--- config.mk ---
export PLATFORM = sky130hd
export DESIGN_NAME = atm_rx_cell_performance_monitor_lcd
export DESIGN_NICKNAME = d
export VERILOG_FILES = /design/src/design/rx_performance_monitor_pkg.sv /design/src/design/atm_rx_cell_performance_monitor_lcd.sv
export SDC_FILE = /design/constraint.sdc
export NUM_CORES = 1
export LEC_CHECK = 0
export BUFFER_PORTS_ARGS = -buffer_cell sky130_fd_sc_hd__clkbuf_2
export CORE_MARGIN = 2
export CORE_UTILIZATION = 61
export DETAILED_ROUTE_END_ITERATION = 8
export MAX_ROUTING_LAYER = met4
export PLACE_DENSITY = 0.86
export SETUP_SLACK_MARGIN = 0.05
export SYNTH_ARGS = -nofsm -noshare
export SYNTH_HDL_FRONTEND = slang
export SYNTH_SLANG_ARGS = --single-unit
--- constraint.sdc ---
create_clock -name core_clk -period 6.4 [get_ports core_clk]
set_input_delay 1.6 -clock core_clk [delete_from_list [all_inputs] [get_ports core_clk]]
set_output_delay 1.6 -clock core_clk [all_outputs]
set_load 0.01 [all_outputs]
--- src/design/rx_performance_monitor_pkg.sv ---
// Constants, register map and carrier types for the receive cell monitor.
// Assumes a 125 MHz core clock and a 32-bit classic Wishbone register bus.
package rx_cellmon_pkg;

	// Clock and integration time base
	localparam int unsigned CLK_PERIOD_PS = 8000;
	localparam int unsigned E1_UNIT_PS    = 1000000000;
	localparam int unsigned T1_UNIT_PS    = 1326000000;
	localparam int unsigned E1_UNIT_CYC   = E1_UNIT_PS / CLK_PERIOD_PS;
	localparam int unsigned T1_UNIT_CYC   = T1_UNIT_PS / CLK_PERIOD_PS;
	localparam int unsigned TICK_W        = 18;

	// Counter widths
	localparam int unsigned CHC_W = 8;
	localparam int unsigned UHC_W = 12;
	localparam int unsigned ACC_W = 16;

	// Register indices; byte address is four times the index
	localparam logic [6:0] IDX_PERIOD  = 7'h61;
	localparam logic [6:0] IDX_LATCH   = 7'h62;
	localparam logic [6:0] IDX_CHC     = 7'h63;
	localparam logic [6:0] IDX_UHC_HI  = 7'h64;
	localparam logic [6:0] IDX_UHC_LO  = 7'h65;
	localparam logic [6:0] IDX_ACC_HI  = 7'h66;
	localparam logic [6:0] IDX_ACC_LO  = 7'h67;
	localparam logic [6:0] IDX_CTRL    = 7'h6B;
	localparam logic [6:0] IDX_STATUS  = 7'h6C;

	// Control register fields
	localparam int unsigned CTRL_E1_BIT   = 0;
	localparam int unsigned CTRL_CORR_BIT = 1;
	localparam int unsigned CTRL_MASK_BIT = 2;

	// Status register fields
	localparam int unsigned STAT_LOSS_BIT  = 0;
	localparam int unsigned STAT_STATE_LSB = 1;

	// Reset values
	localparam logic [7:0] PERIOD_RST = 8'h00;
	localparam logic [2:0] CTRL_RST   = 3'h0;

	// Bulk additions on a loss of delineation, and the single-event increment
	localparam logic [3:0] LOSS_CORR_INC   = 4'h1;
	localparam logic [3:0] LOSS_UNC_CORR   = 4'h5;
	localparam logic [3:0] LOSS_UNC_NOCORR = 4'h6;
	localparam logic [3:0] ONE_INC         = 4'h1;

	typedef enum logic [1:0] {HUNT, PRESYNC, SYNC} delin_state_e;

	// Per-cell strobes from the delineator, one cycle each
	typedef struct packed {
		logic cell_ok;
		logic hec_single;
		logic hec_multi;
	} cell_events_s;

endpackage

--- src/design/atm_rx_cell_performance_monitor_lcd.sv ---
// Receive cell performance monitor and loss-of-delineation integrator.
// Assumes the delineator drives state and strobes synchronous to core_clk
// and that software reaches the registers over classic Wishbone.
//
// Overview of operation
// - Declare loss of delineation after out-of-delineation persists for the period.
// - Clear loss of delineation after SYNC persists for the same period.
// - Each change of loss state pulses the interrupt output when unmasked.
// - Period zero declares loss on any out-of-delineation within one clock.
// - One period count is 1 ms in E1 mode and 1.326 ms in T1.
// - Integration timing is counted on the block's own clock.
// - Trigger write copies assigned, uncorrectable and correctable counts to latches.
// - The same write restarts the live counters from that cycle's increments after capture.
// - Correctable count rises on single-bit errors in SYNC with correction active.
// - Correctable count holds while correction is disabled.
// - Uncorrectable count tallies uncorrectable header errors in SYNC since last latch.
// - SYNC-to-HUNT adds 1 and 5, or 6 uncorrectable without correction.
// - Loss follows the seventh bad header, so six errors per loss.
// - Outside SYNC only the SYNC-to-HUNT bulk addition and a trigger write move a counter.
// - Latched assigned count: high byte at 66h, low byte at 67h.
// - Latched uncorrectable count: bits 11..8 at 64h low nibble, low byte 65h.
// - Reads return the last latched value, never the live count.
// - Assigned count rises on every valid SYNC cell, dequeued or not.
`timescale 1ns/1ps
`default_nettype none
module atm_rx_cell_performance_monitor_lcd
	import rx_cellmon_pkg::*;
#(
	parameter int unsigned E1_TICK_CYCLES = E1_UNIT_CYC,
	parameter int unsigned T1_TICK_CYCLES = T1_UNIT_CYC
) (
	// Clock and reset
	input  wire logic                   core_clk,
	input  wire logic                   rst_n,
	// Wishbone slave
	input  wire logic                   wb_cyc_i,
	input  wire logic                   wb_stb_i,
	input  wire logic                   wb_we_i,
	input  wire logic [31:0]            wb_adr_i,
	input  wire logic [3:0]             wb_sel_i,
	input  wire logic [31:0]            wb_dat_i,
	output logic                        wb_ack_o,
	output logic [31:0]                 wb_dat_o,
	// Delineator side
	input  wire rx_cellmon_pkg::delin_state_e delin_state,
	input  wire rx_cellmon_pkg::cell_events_s cell_events,
	input  wire logic                   correction_mode,
	// Loss-of-delineation status
	output logic                        loss_of_delineation,
	output logic                        loss_change_irq
);
	import rx_cellmon_pkg::*;

	function automatic logic reg_hit(input logic [31:0] adr, input logic [6:0] idx);
		reg_hit = (adr[31:2] == {23'h0, idx});
	endfunction

	// Saturating add over the widest counter; caller cuts to width
	function automatic logic [ACC_W-1:0] sat_add(input logic [ACC_W-1:0] v,
			input logic [3:0] inc, input logic [ACC_W-1:0] max);
		logic [ACC_W:0] s;
		s = {1'b0, v} + {13'h0, inc};
		sat_add = (s > {1'b0, max}) ? max : s[ACC_W-1:0];
	endfunction

	localparam logic [ACC_W-1:0] CHC_MAX = {{(ACC_W-CHC_W){1'b0}}, {CHC_W{1'b1}}};
	localparam logic [ACC_W-1:0] UHC_MAX = {{(ACC_W-UHC_W){1'b0}}, {UHC_W{1'b1}}};
	localparam logic [ACC_W-1:0] ACC_MAX = {ACC_W{1'b1}};
	localparam logic [TICK_W-1:0] E1_TICK_LAST = TICK_W'(E1_TICK_CYCLES - 1);
	localparam logic [TICK_W-1:0] T1_TICK_LAST = TICK_W'(T1_TICK_CYCLES - 1);

	// Bus decode
	logic req;
	logic wr;
	logic [7:0] period_q;
	logic [2:0] ctrl_q;
	logic       ack_q;
	logic [31:0] rdata_q;
	logic [7:0] rd_byte;
	logic       latch_wr;

	assign req      = wb_cyc_i & wb_stb_i & ~ack_q;
	assign wr       = req & wb_we_i & wb_sel_i[0];
	assign latch_wr = wr & reg_hit(wb_adr_i, IDX_LATCH);
	assign wb_ack_o = ack_q;
	assign wb_dat_o = rdata_q;

	// Live and latched counters
	logic [CHC_W-1:0] chc_live_q;
	logic [UHC_W-1:0] uhc_live_q;
	logic [ACC_W-1:0] acc_live_q;
	logic [CHC_W-1:0] chc_lat_q;
	logic [UHC_W-1:0] uhc_lat_q;
	logic [ACC_W-1:0] acc_lat_q;

	// Integrator state
	logic              loss_q;
	logic [TICK_W-1:0] tick_cnt_q;
	logic [7:0]        persist_q;
	logic              prev_sync_q;
	logic              irq_q;

	logic in_sync;
	logic out_of_delineation;
	logic loss_evt;
	logic corr_en;
	logic corr_active;
	logic cond;
	logic tick;
	logic loss_flip;
	logic [3:0] chc_inc;
	logic [3:0] uhc_inc;
	logic [3:0] acc_inc;

	assign in_sync     = (delin_state == SYNC);
	assign out_of_delineation = ~in_sync;
	assign loss_evt    = prev_sync_q & (delin_state == HUNT);
	assign corr_en     = ctrl_q[CTRL_CORR_BIT];
	assign corr_active = corr_en & correction_mode;

	always_ff @(posedge core_clk or negedge rst_n) begin
		if (!rst_n) begin
			ack_q <= 1'b0;
		end else begin
			ack_q <= req;
		end
	end

	always_ff @(posedge core_clk or negedge rst_n) begin
		if (!rst_n) begin
			period_q <= PERIOD_RST;
			ctrl_q   <= CTRL_RST;
		end else if (wr) begin
			if (reg_hit(wb_adr_i, IDX_PERIOD)) begin
				period_q <= wb_dat_i[7:0];
			end
			if (reg_hit(wb_adr_i, IDX_CTRL)) begin
				ctrl_q <= wb_dat_i[2:0];
			end
		end
	end

	// Counter reads only see latches, so a read never races a counting event
	always_comb begin
		rd_byte = 8'h00;
		if (reg_hit(wb_adr_i, IDX_PERIOD)) begin
			rd_byte = period_q;
		end else if (reg_hit(wb_adr_i, IDX_CHC)) begin
			rd_byte = chc_lat_q;
		end else if (reg_hit(wb_adr_i, IDX_UHC_HI)) begin
			rd_byte = {4'h0, uhc_lat_q[UHC_W-1:8]};
		end else if (reg_hit(wb_adr_i, IDX_UHC_LO)) begin
			rd_byte = uhc_lat_q[7:0];
		end else if (reg_hit(wb_adr_i, IDX_ACC_HI)) begin
			rd_byte = acc_lat_q[ACC_W-1:8];
		end else if (reg_hit(wb_adr_i, IDX_ACC_LO)) begin
			rd_byte = acc_lat_q[7:0];
		end else if (reg_hit(wb_adr_i, IDX_CTRL)) begin
			rd_byte = {5'h00, ctrl_q};
		end else if (reg_hit(wb_adr_i, IDX_STATUS)) begin
			rd_byte = {5'h00, delin_state, loss_q};
		end
	end

	always_ff @(posedge core_clk or negedge rst_n) begin
		if (!rst_n) begin
			rdata_q <= 32'h0000_0000;
		end else if (req & ~wb_we_i) begin
			rdata_q <= {24'h00_0000, rd_byte};
		end
	end

	// Increments per cycle; the loss cycle already shows HUNT so no cell adds twice
	always_comb begin
		chc_inc = 4'h0;
		uhc_inc = 4'h0;
		acc_inc = 4'h0;
		if (in_sync) begin
			if (cell_events.cell_ok) begin
				acc_inc = ONE_INC;
			end
			if (cell_events.hec_single & corr_active) begin
				chc_inc = ONE_INC;
			end
			if (cell_events.hec_multi | (cell_events.hec_single & ~corr_active)) begin
				uhc_inc = ONE_INC;
			end
		end
		// Only six of the seven bad headers are booked per loss
		if (loss_evt) begin
			if (corr_en) begin
				chc_inc = LOSS_CORR_INC;
				uhc_inc = LOSS_UNC_CORR;
			end else begin
				uhc_inc = LOSS_UNC_NOCORR;
			end
		end
	end

	// A trigger write starts the new interval with this cycle's events
	always_ff @(posedge core_clk or negedge rst_n) begin
		if (!rst_n) begin
			chc_live_q <= '0;
			uhc_live_q <= '0;
			acc_live_q <= '0;
		end else if (latch_wr) begin
			chc_live_q <= CHC_W'(chc_inc);
			uhc_live_q <= UHC_W'(uhc_inc);
			acc_live_q <= ACC_W'(acc_inc);
		end else begin
			chc_live_q <= CHC_W'(sat_add(ACC_W'(chc_live_q), chc_inc, CHC_MAX));
			uhc_live_q <= UHC_W'(sat_add(ACC_W'(uhc_live_q), uhc_inc, UHC_MAX));
			acc_live_q <= sat_add(acc_live_q, acc_inc, ACC_MAX);
		end
	end

	always_ff @(posedge core_clk or negedge rst_n) begin
		if (!rst_n) begin
			chc_lat_q <= '0;
			uhc_lat_q <= '0;
			acc_lat_q <= '0;
		end else if (latch_wr) begin
			chc_lat_q <= chc_live_q;
			uhc_lat_q <= uhc_live_q;
			acc_lat_q <= acc_live_q;
		end
	end

	always_ff @(posedge core_clk or negedge rst_n) begin
		if (!rst_n) begin
			prev_sync_q <= 1'b0;
		end else begin
			prev_sync_q <= in_sync;
		end
	end

	// Integrator: cond is the condition that, held long enough, flips the state
	assign cond = loss_q ? in_sync : out_of_delineation;
	// At or beyond the end, so a mode switch mid-count cannot strand the base
	assign tick = (tick_cnt_q >= (ctrl_q[CTRL_E1_BIT] ? E1_TICK_LAST : T1_TICK_LAST));
	assign loss_flip = cond & ((period_q == 8'h00) |
			(tick & ((persist_q + 8'h01) == period_q)));

	// Millisecond base restarts with the condition, so persistence is continuous
	always_ff @(posedge core_clk or negedge rst_n) begin
		if (!rst_n) begin
			tick_cnt_q <= '0;
			persist_q  <= 8'h00;
		end else if (!cond | loss_flip) begin
			tick_cnt_q <= '0;
			persist_q  <= 8'h00;
		end else if (tick) begin
			tick_cnt_q <= '0;
			persist_q  <= persist_q + 8'h01;
		end else begin
			tick_cnt_q <= tick_cnt_q + TICK_W'(1);
		end
	end

	always_ff @(posedge core_clk or negedge rst_n) begin
		if (!rst_n) begin
			loss_q <= 1'b0;
			irq_q  <= 1'b0;
		end else begin
			loss_q <= loss_q ^ loss_flip;
			irq_q  <= loss_flip & ctrl_q[CTRL_MASK_BIT];
		end
	end

	assign loss_of_delineation = loss_q;
	assign loss_change_irq     = irq_q;
endmodule
`default_nettype wire

* Yosys cells after proc, flatten, opt, wreduce, memory -nomap -nowiden *
Index checks and enable logic that the tools add are counted.

word-level totals
  flip-flop bits (word level) = 121
  bits in latches = 0
  RAM bits = 0
  ROM bits = 0
  output and inout bits = 35
  logic and storage cells = 92
  memories kept = 0

cells by class
  add/subtract/negate cells = 5
  multiply operators = 0
  div/mod/pow operators = 0
  magnitude comparators = 4
  equal/unequal tests = 11
  shift-type cells = 0
  multiplexer cells = 30
  bitwise logic cells = 21
  reduce and logical (&&, ||, !) cells = 6

operators with widths
  kind                                                              count
  == test 30 x 7 -> 1 bit (second input constant)                   9
  2-to-1 mux 8 bit                                                  10
  2-to-1 mux 18 bit                                                 3
  2-to-1 mux 16 bit                                                 2
  2-to-1 mux 12 bit                                                 2
  adder 18 x 1 -> 18 bit (second input constant)                    1
  greater-or-equal comparator 18 bit                                1
  adder 16 x 4 -> 17 bit                                            1
  greater-than comparator 17 x 16 -> 1 bit (second input constant)  1
  adder 12 x 4 -> 13 bit                                            1
  bitwise AND 1 bit                                                 13
  greater-than comparator 13 x 12 -> 1 bit (second input constant)  1
  2-to-1 mux 4 bit                                                  3
  adder 8 x 4 -> 9 bit                                              1
  greater-than comparator 9 x 8 -> 1 bit (second input constant)    1
  adder 8 x 1 -> 8 bit (second input constant)                      1
  == test 8 bit                                                     1
  logical NOT 8 bit                                                 1
  2-to-1 mux 1 bit                                                  7
  2-to-1 mux 3 bit                                                  2
  inverter 1 bit                                                    4
  AND reduction 2 bit                                               2
  bitwise OR 1 bit                                                  3
  == test 2 bit (second input constant)                             1
  other kinds (5)                                                   5

* Logic depth before layout (Yosys ltp) *
  depth in word-level cells = 11
  depth in mapped cells = 12
  gate-level depth less buffers = 12

* Least setup slack after synthesis *
Ideal clock, no wire load.

  path kind = input -> register
  start point = input wb_adr_i[27]
  end point = register acc_lat_q[10]
  arrival time = 3.416 ns
  slack = 2.856 ns
  stages on the path = 6
  path buffers = 1
  cell sequence = or4_1 nor3_1 nand4_2 nor4_4 buf_4 mux2_1

on the way
  longest elaborated chain between the ends = 2

RTL lines
  what                     RTL line                                    RTL
  from (decl)              atm_rx_cell_performance_monitor_lcd.sv:39   input wire logic [31:0] wb_adr_i,
  == test 30 x 7 -> 1 bit  atm_rx_cell_performance_monitor_lcd.sv:55   reg_hit = (adr[31:2] == {23'h0, idx});
  bitwise AND 1 bit        atm_rx_cell_performance_monitor_lcd.sv:84   assign latch_wr = wr & reg_hit(wb_adr_i, IDX_LATCH);
  to (signal assigned)     atm_rx_cell_performance_monitor_lcd.sv:225  acc_lat_q <= acc_live_q;
  to (decl)                atm_rx_cell_performance_monitor_lcd.sv:94   logic [ACC_W-1:0] acc_lat_q;

Every way passes these cells.
A chain may end at the register's enable or synchronous reset.

* Worst setup path in the final report *
  start point = input delin_state[1]
  end point = register uhc_live_q[2]

on the way
  longest elaborated chain between the ends = 7
  elaborated cells between the ends (all ways) = 9
  those cells by class = add/sub: 1; order compare: 1; eq/ne: 1; mux: 4; bitwise: 1; reduce/logical: 1

RTL lines
  what                                                          RTL line                                                                                RTL
  from (decl)                                                   atm_rx_cell_performance_monitor_lcd.sv:45                                               input wire rx_cellmon_pkg::delin_state_e delin_state,
  == test 2 bit / logical NOT 2 bit (equally long branches)     atm_rx_cell_performance_monitor_lcd.sv:115, atm_rx_cell_performance_monitor_lcd.sv:117
  2-to-1 mux 1 bit / bitwise AND 1 bit (equally long branches)  atm_rx_cell_performance_monitor_lcd.sv:178, atm_rx_cell_performance_monitor_lcd.sv:117
  2-to-1 mux 4 bit *                                            atm_rx_cell_performance_monitor_lcd.sv:190                                              if (loss_evt) begin
  adder 12 x 4 -> 13 bit                                        atm_rx_cell_performance_monitor_lcd.sv:62                                               s = {1'b0, v} + {13'h0, inc};
  greater-than comparator 13 x 12 -> 1 bit                      atm_rx_cell_performance_monitor_lcd.sv:63                                               sat_add = (s > {1'b0, max}) ? max : s[ACC_W-1:0];
  2-to-1 mux 12 bit                                             atm_rx_cell_performance_monitor_lcd.sv:63
  2-to-1 mux 12 bit *                                           atm_rx_cell_performance_monitor_lcd.sv:206                                              end else if (latch_wr) begin
  to (signal assigned)                                          atm_rx_cell_performance_monitor_lcd.sv:208                                              uhc_live_q <= UHC_W'(uhc_inc);
  to (signal assigned)                                          atm_rx_cell_performance_monitor_lcd.sv:212                                              uhc_live_q <= UHC_W'(sat_add(ACC_W'(uhc_live_q), uhc_inc, UHC_MAX));
  to (decl)                                                     atm_rx_cell_performance_monitor_lcd.sv:90                                               logic [UHC_W-1:0] uhc_live_q;

Mark *: on every way between the ends. The rest lies on a longest branch, timed or not.

==> results.sh <==
export IMPL_timing_fmax_mhz=258
export IMPL_cts_tree="built"
export IMPL_synth_seq_cells=121
export IMPL_power_density_nw_per_um2=264
export IMPL_grt_remaining_overflow=0
export IMPL_rsz0062_at_grt="no"
export IMPL_clock_skew_ns=0.00937
export IMPL_syn2layout_area_growth_pct=13.4
export IMPL_chipHeight_um=107
export IMPL_holdWs_ns=0.478
export IMPL_gp_congestion=0.905
export IMPL_h_tree_depth=4
export IMPL_finalSetupTns_ns=0
export IMPL_synth_cell_types=59
export IMPL_postSynthAreaPerCell_sq_um=10.5
export IMPL_critPathMaxFanout=6
export IMPL_dp_hpwl_um=10100
export IMPL_layout_drive_gt1_share_pct=17.2
export IMPL_drt_wl_total_um=15100
export IMPL_detail_route_wl_per_cell_um=18.2
export IMPL_layout_common_cells="dfrtp_1, clkbuf_2, nor2_1"
export IMPL_cts_sinks=121
export IMPL_viasPerCell=6.03
export IMPL_initial_core_util_pct=63.0
export IMPL_arrival_ns=4.33
export IMPL_detail_route_iter0_violations=463
export IMPL_ir_drop_mv=0.210
export IMPL_dpl_cell_count=797
export IMPL_cts_resized=0
export IMPL_grt_max_degree=79
export IMPL_setup_worst_path_start_class="input port"
export IMPL_ios=114
export IMPL_period_share_pct=60.6
export IMPL_fin_ws_ns=2.52
export IMPL_synth_edff_count=0
export IMPL_syn_inst=623
export IMPL_required_ns=6.86
export IMPL_synth_seq_area_share_pct=46.4
export IMPL_critPathBufInv=1
export IMPL_synth_area_sq_um=6530
export IMPL_die_w_um=107
export IMPL_p_leak_nw=3.63
export IMPL_setup_viol=0
export IMPL_path_depth=11
export IMPL_core_area_sq_um=10400
export IMPL_grt_use_met2_pct=47.2
export IMPL_power_mw=1.96
export IMPL_io_buffers=60
export IMPL_status="finished, final reports clean"
export IMPL_drc=0
export IMPL_grt_pass1_wl_um=24500
export IMPL_r2r_cells=8
export IMPL_cts_setup_buffers=0
export IMPL_critical_path_slowest_cell="nor2b_1"
export IMPL_cp_end_kind="flip-flop"
export IMPL_top_usage_layer="met2"
export IMPL_utilization_pct=71.4
export IMPL_rows=37
export IMPL_stdcell_count=829
export IMPL_drt_pass1_iterations=5
export IMPL_worst_r2r_setup_slack_ns=3.10
export IMPL_crit_type="input port to flip-flop"
export IMPL_path_clk_slew_ns=0.06
export IMPL_period_minus_slack_ns=3.88
export IMPL_cp_cell_sequence="clkbuf_2 -> nor2b_1 -> o21ai_0 -> a21oi_1 -> ha_1 -> fa_1 -> a21oi_1 -> or3_1 -> nor2_1 -> nor3_1 -> a21oi_1"
export IMPL_diodes=0
export IMPL_crit_family="simple AND/OR/NAND/NOR gates"
export IMPL_cts_max_path_buffers=2
export IMPL_hold_class="flip-flop to flip-flop"
export IMPL_whs_path_depth=1
export IMPL_numCtsBuffers=17
export IMPL_drv_slew=0
export IMPL_dp_worst_setup_slack_ns=2.10
export IMPL_crit_path_frequent_cell="a21oi_1"
export IMPL_worst_pin_slew_ns=0.879
export IMPL_grt_pass1_vias=5069
export IMPL_ant_nets=0
export IMPL_met1_usage_pct=33.2
export IMPL_antenna_found_initial=0
export IMPL_finalInstanceArea_sq_um=7410
export IMPL_grt_use_total_pct=28.3
export IMPL_postCtsHoldBufs=0
export IMPL_synth_warnings=0
export IMPL_critPathMaxStageDelay_ns=0.60
export IMPL_slew_headroom_pct=41.4
export IMPL_synthFlopType="dfrtp_1"
export IMPL_synthArstFlopShare_pct=100
export IMPL_clk_latency_ns=0.54
export IMPL_use_met3_pct=6.54
export IMPL_vias=4995
export IMPL_fin_nets=780
export IMPL_die_area_sq_um=11600
export IMPL_cap_viol_max_count=0
export IMPL_hold_viol_final=0
export IMPL_final_common_cell="dfrtp_1"
export IMPL_post_dp_cell_area_sq_um=6820
export IMPL_root_buffer="clkbuf_8"
-- path summary, 6_finish.rpt --
kind | startpoint | end
setup / recovery | delin_state[1] | uhc_live_q[2]$_DFF_PN0_
hold / removal | uhc_lat_q[9]$_DFFE_PN0P_ | uhc_lat_q[9]$_DFFE_PN0P_
setup reg to reg | ctrl_q[0]$_DFFE_PN0P_ | persist_q[0]$_DFFE_PN0P_
hold reg to reg | uhc_lat_q[9]$_DFFE_PN0P_ | uhc_lat_q[9]$_DFFE_PN0P_
max in group asynchronous | rst_n | chc_live_q[5]$_DFF_PN0_
min in group asynchronous | rst_n | tick_cnt_q[16]$_DFF_PN0_
-- report_power, final --
group	total (mW)	leakage, nW	switching (mW)	internal [mW]
sequential	0.848	1.65	0.0439	0.804
clock	0.948	0.286	0.344	0.603
combinational	0.160	1.70	0.0920	0.0678
total	1.96	3.63	0.480	1.47
-- synthesized netlist by cell type (all sizes together), types with 3 or more instances --
master,number,area [sq um]
and3,19,119
or3,4,25.0
nor2b,6,37.5
nand3,29,145
a22oi,6,45.0
a221oi,3,26.3
xnor2,26,228
a21oi,47,235
buf,36,246
a31oi,3,18.8
a211oi,5,37.5
o21ai,15,75.1
nor4,7,73.8
or2,4,25.0
a32oi,3,26.3
clkbuf,11,41.3
o31ai,6,50.1
inv,14,52.6
nor2,51,191
and2,6,37.5
a21o,4,30.0
nand2,33,124
mux2i,7,70.1
dfrtp,121,3030
mux2,54,608
xor2,29,254
nand3b,3,22.5
nand4,5,37.5
ha,20,250
and4b,4,40.0
nor3,10,50.1
and4,4,35.0
-- per-layer routing --
layer  part of all wire (%)  up-vias
met5                      0        -
met4                    2.5        0
met3                    4.4       32
met2                     52      156
met1                     41     2515
li1                       -     2292
-- cell families (layout without fill, tap and decap cells) --
logic type               count (synthesis)  count (layout)  synth area share [%]
other                                    1              24                0.0574
multiplexers                            62              62                  10.7
XOR/XNOR                                55              55                  7.37
flip-flops                             121             121                  46.4
AND/OR/NAND/NOR                        193             193                  15.7
AO/OA/AOI/OAI                          109             109                  10.4
buffers and inverters                   61             108                  5.21
adder cells (fa/ha/maj)                 21              21                  4.14
-- sequential cells by signal, summed over array words and instances (netlist names), named ones only --
register / cells
period_q: 8
uhc_live_q: 12
wb_ack_o: 1
loss_change_irq: 1
acc_live_q: 16
acc_lat_q: 16
wb_dat_o: 8
tick_cnt_q: 18
chc_lat_q: 8
chc_live_q: 8
prev_sync_q: 1
uhc_lat_q: 12
ctrl_q: 3
persist_q: 8
-- final cells by class --
cell class	count	area (sq um)
Multi-Input combinational cell	464	3250
Sequential cell	121	3030
Fill cell	720	2960
Clock buffer	21	439
Timing Repair Buffer	62	318
Tap cell	136	170
Clock inverter	11	148
Inverter	14	52.6
No activity file was read; power rests on OpenSTA's default activity.
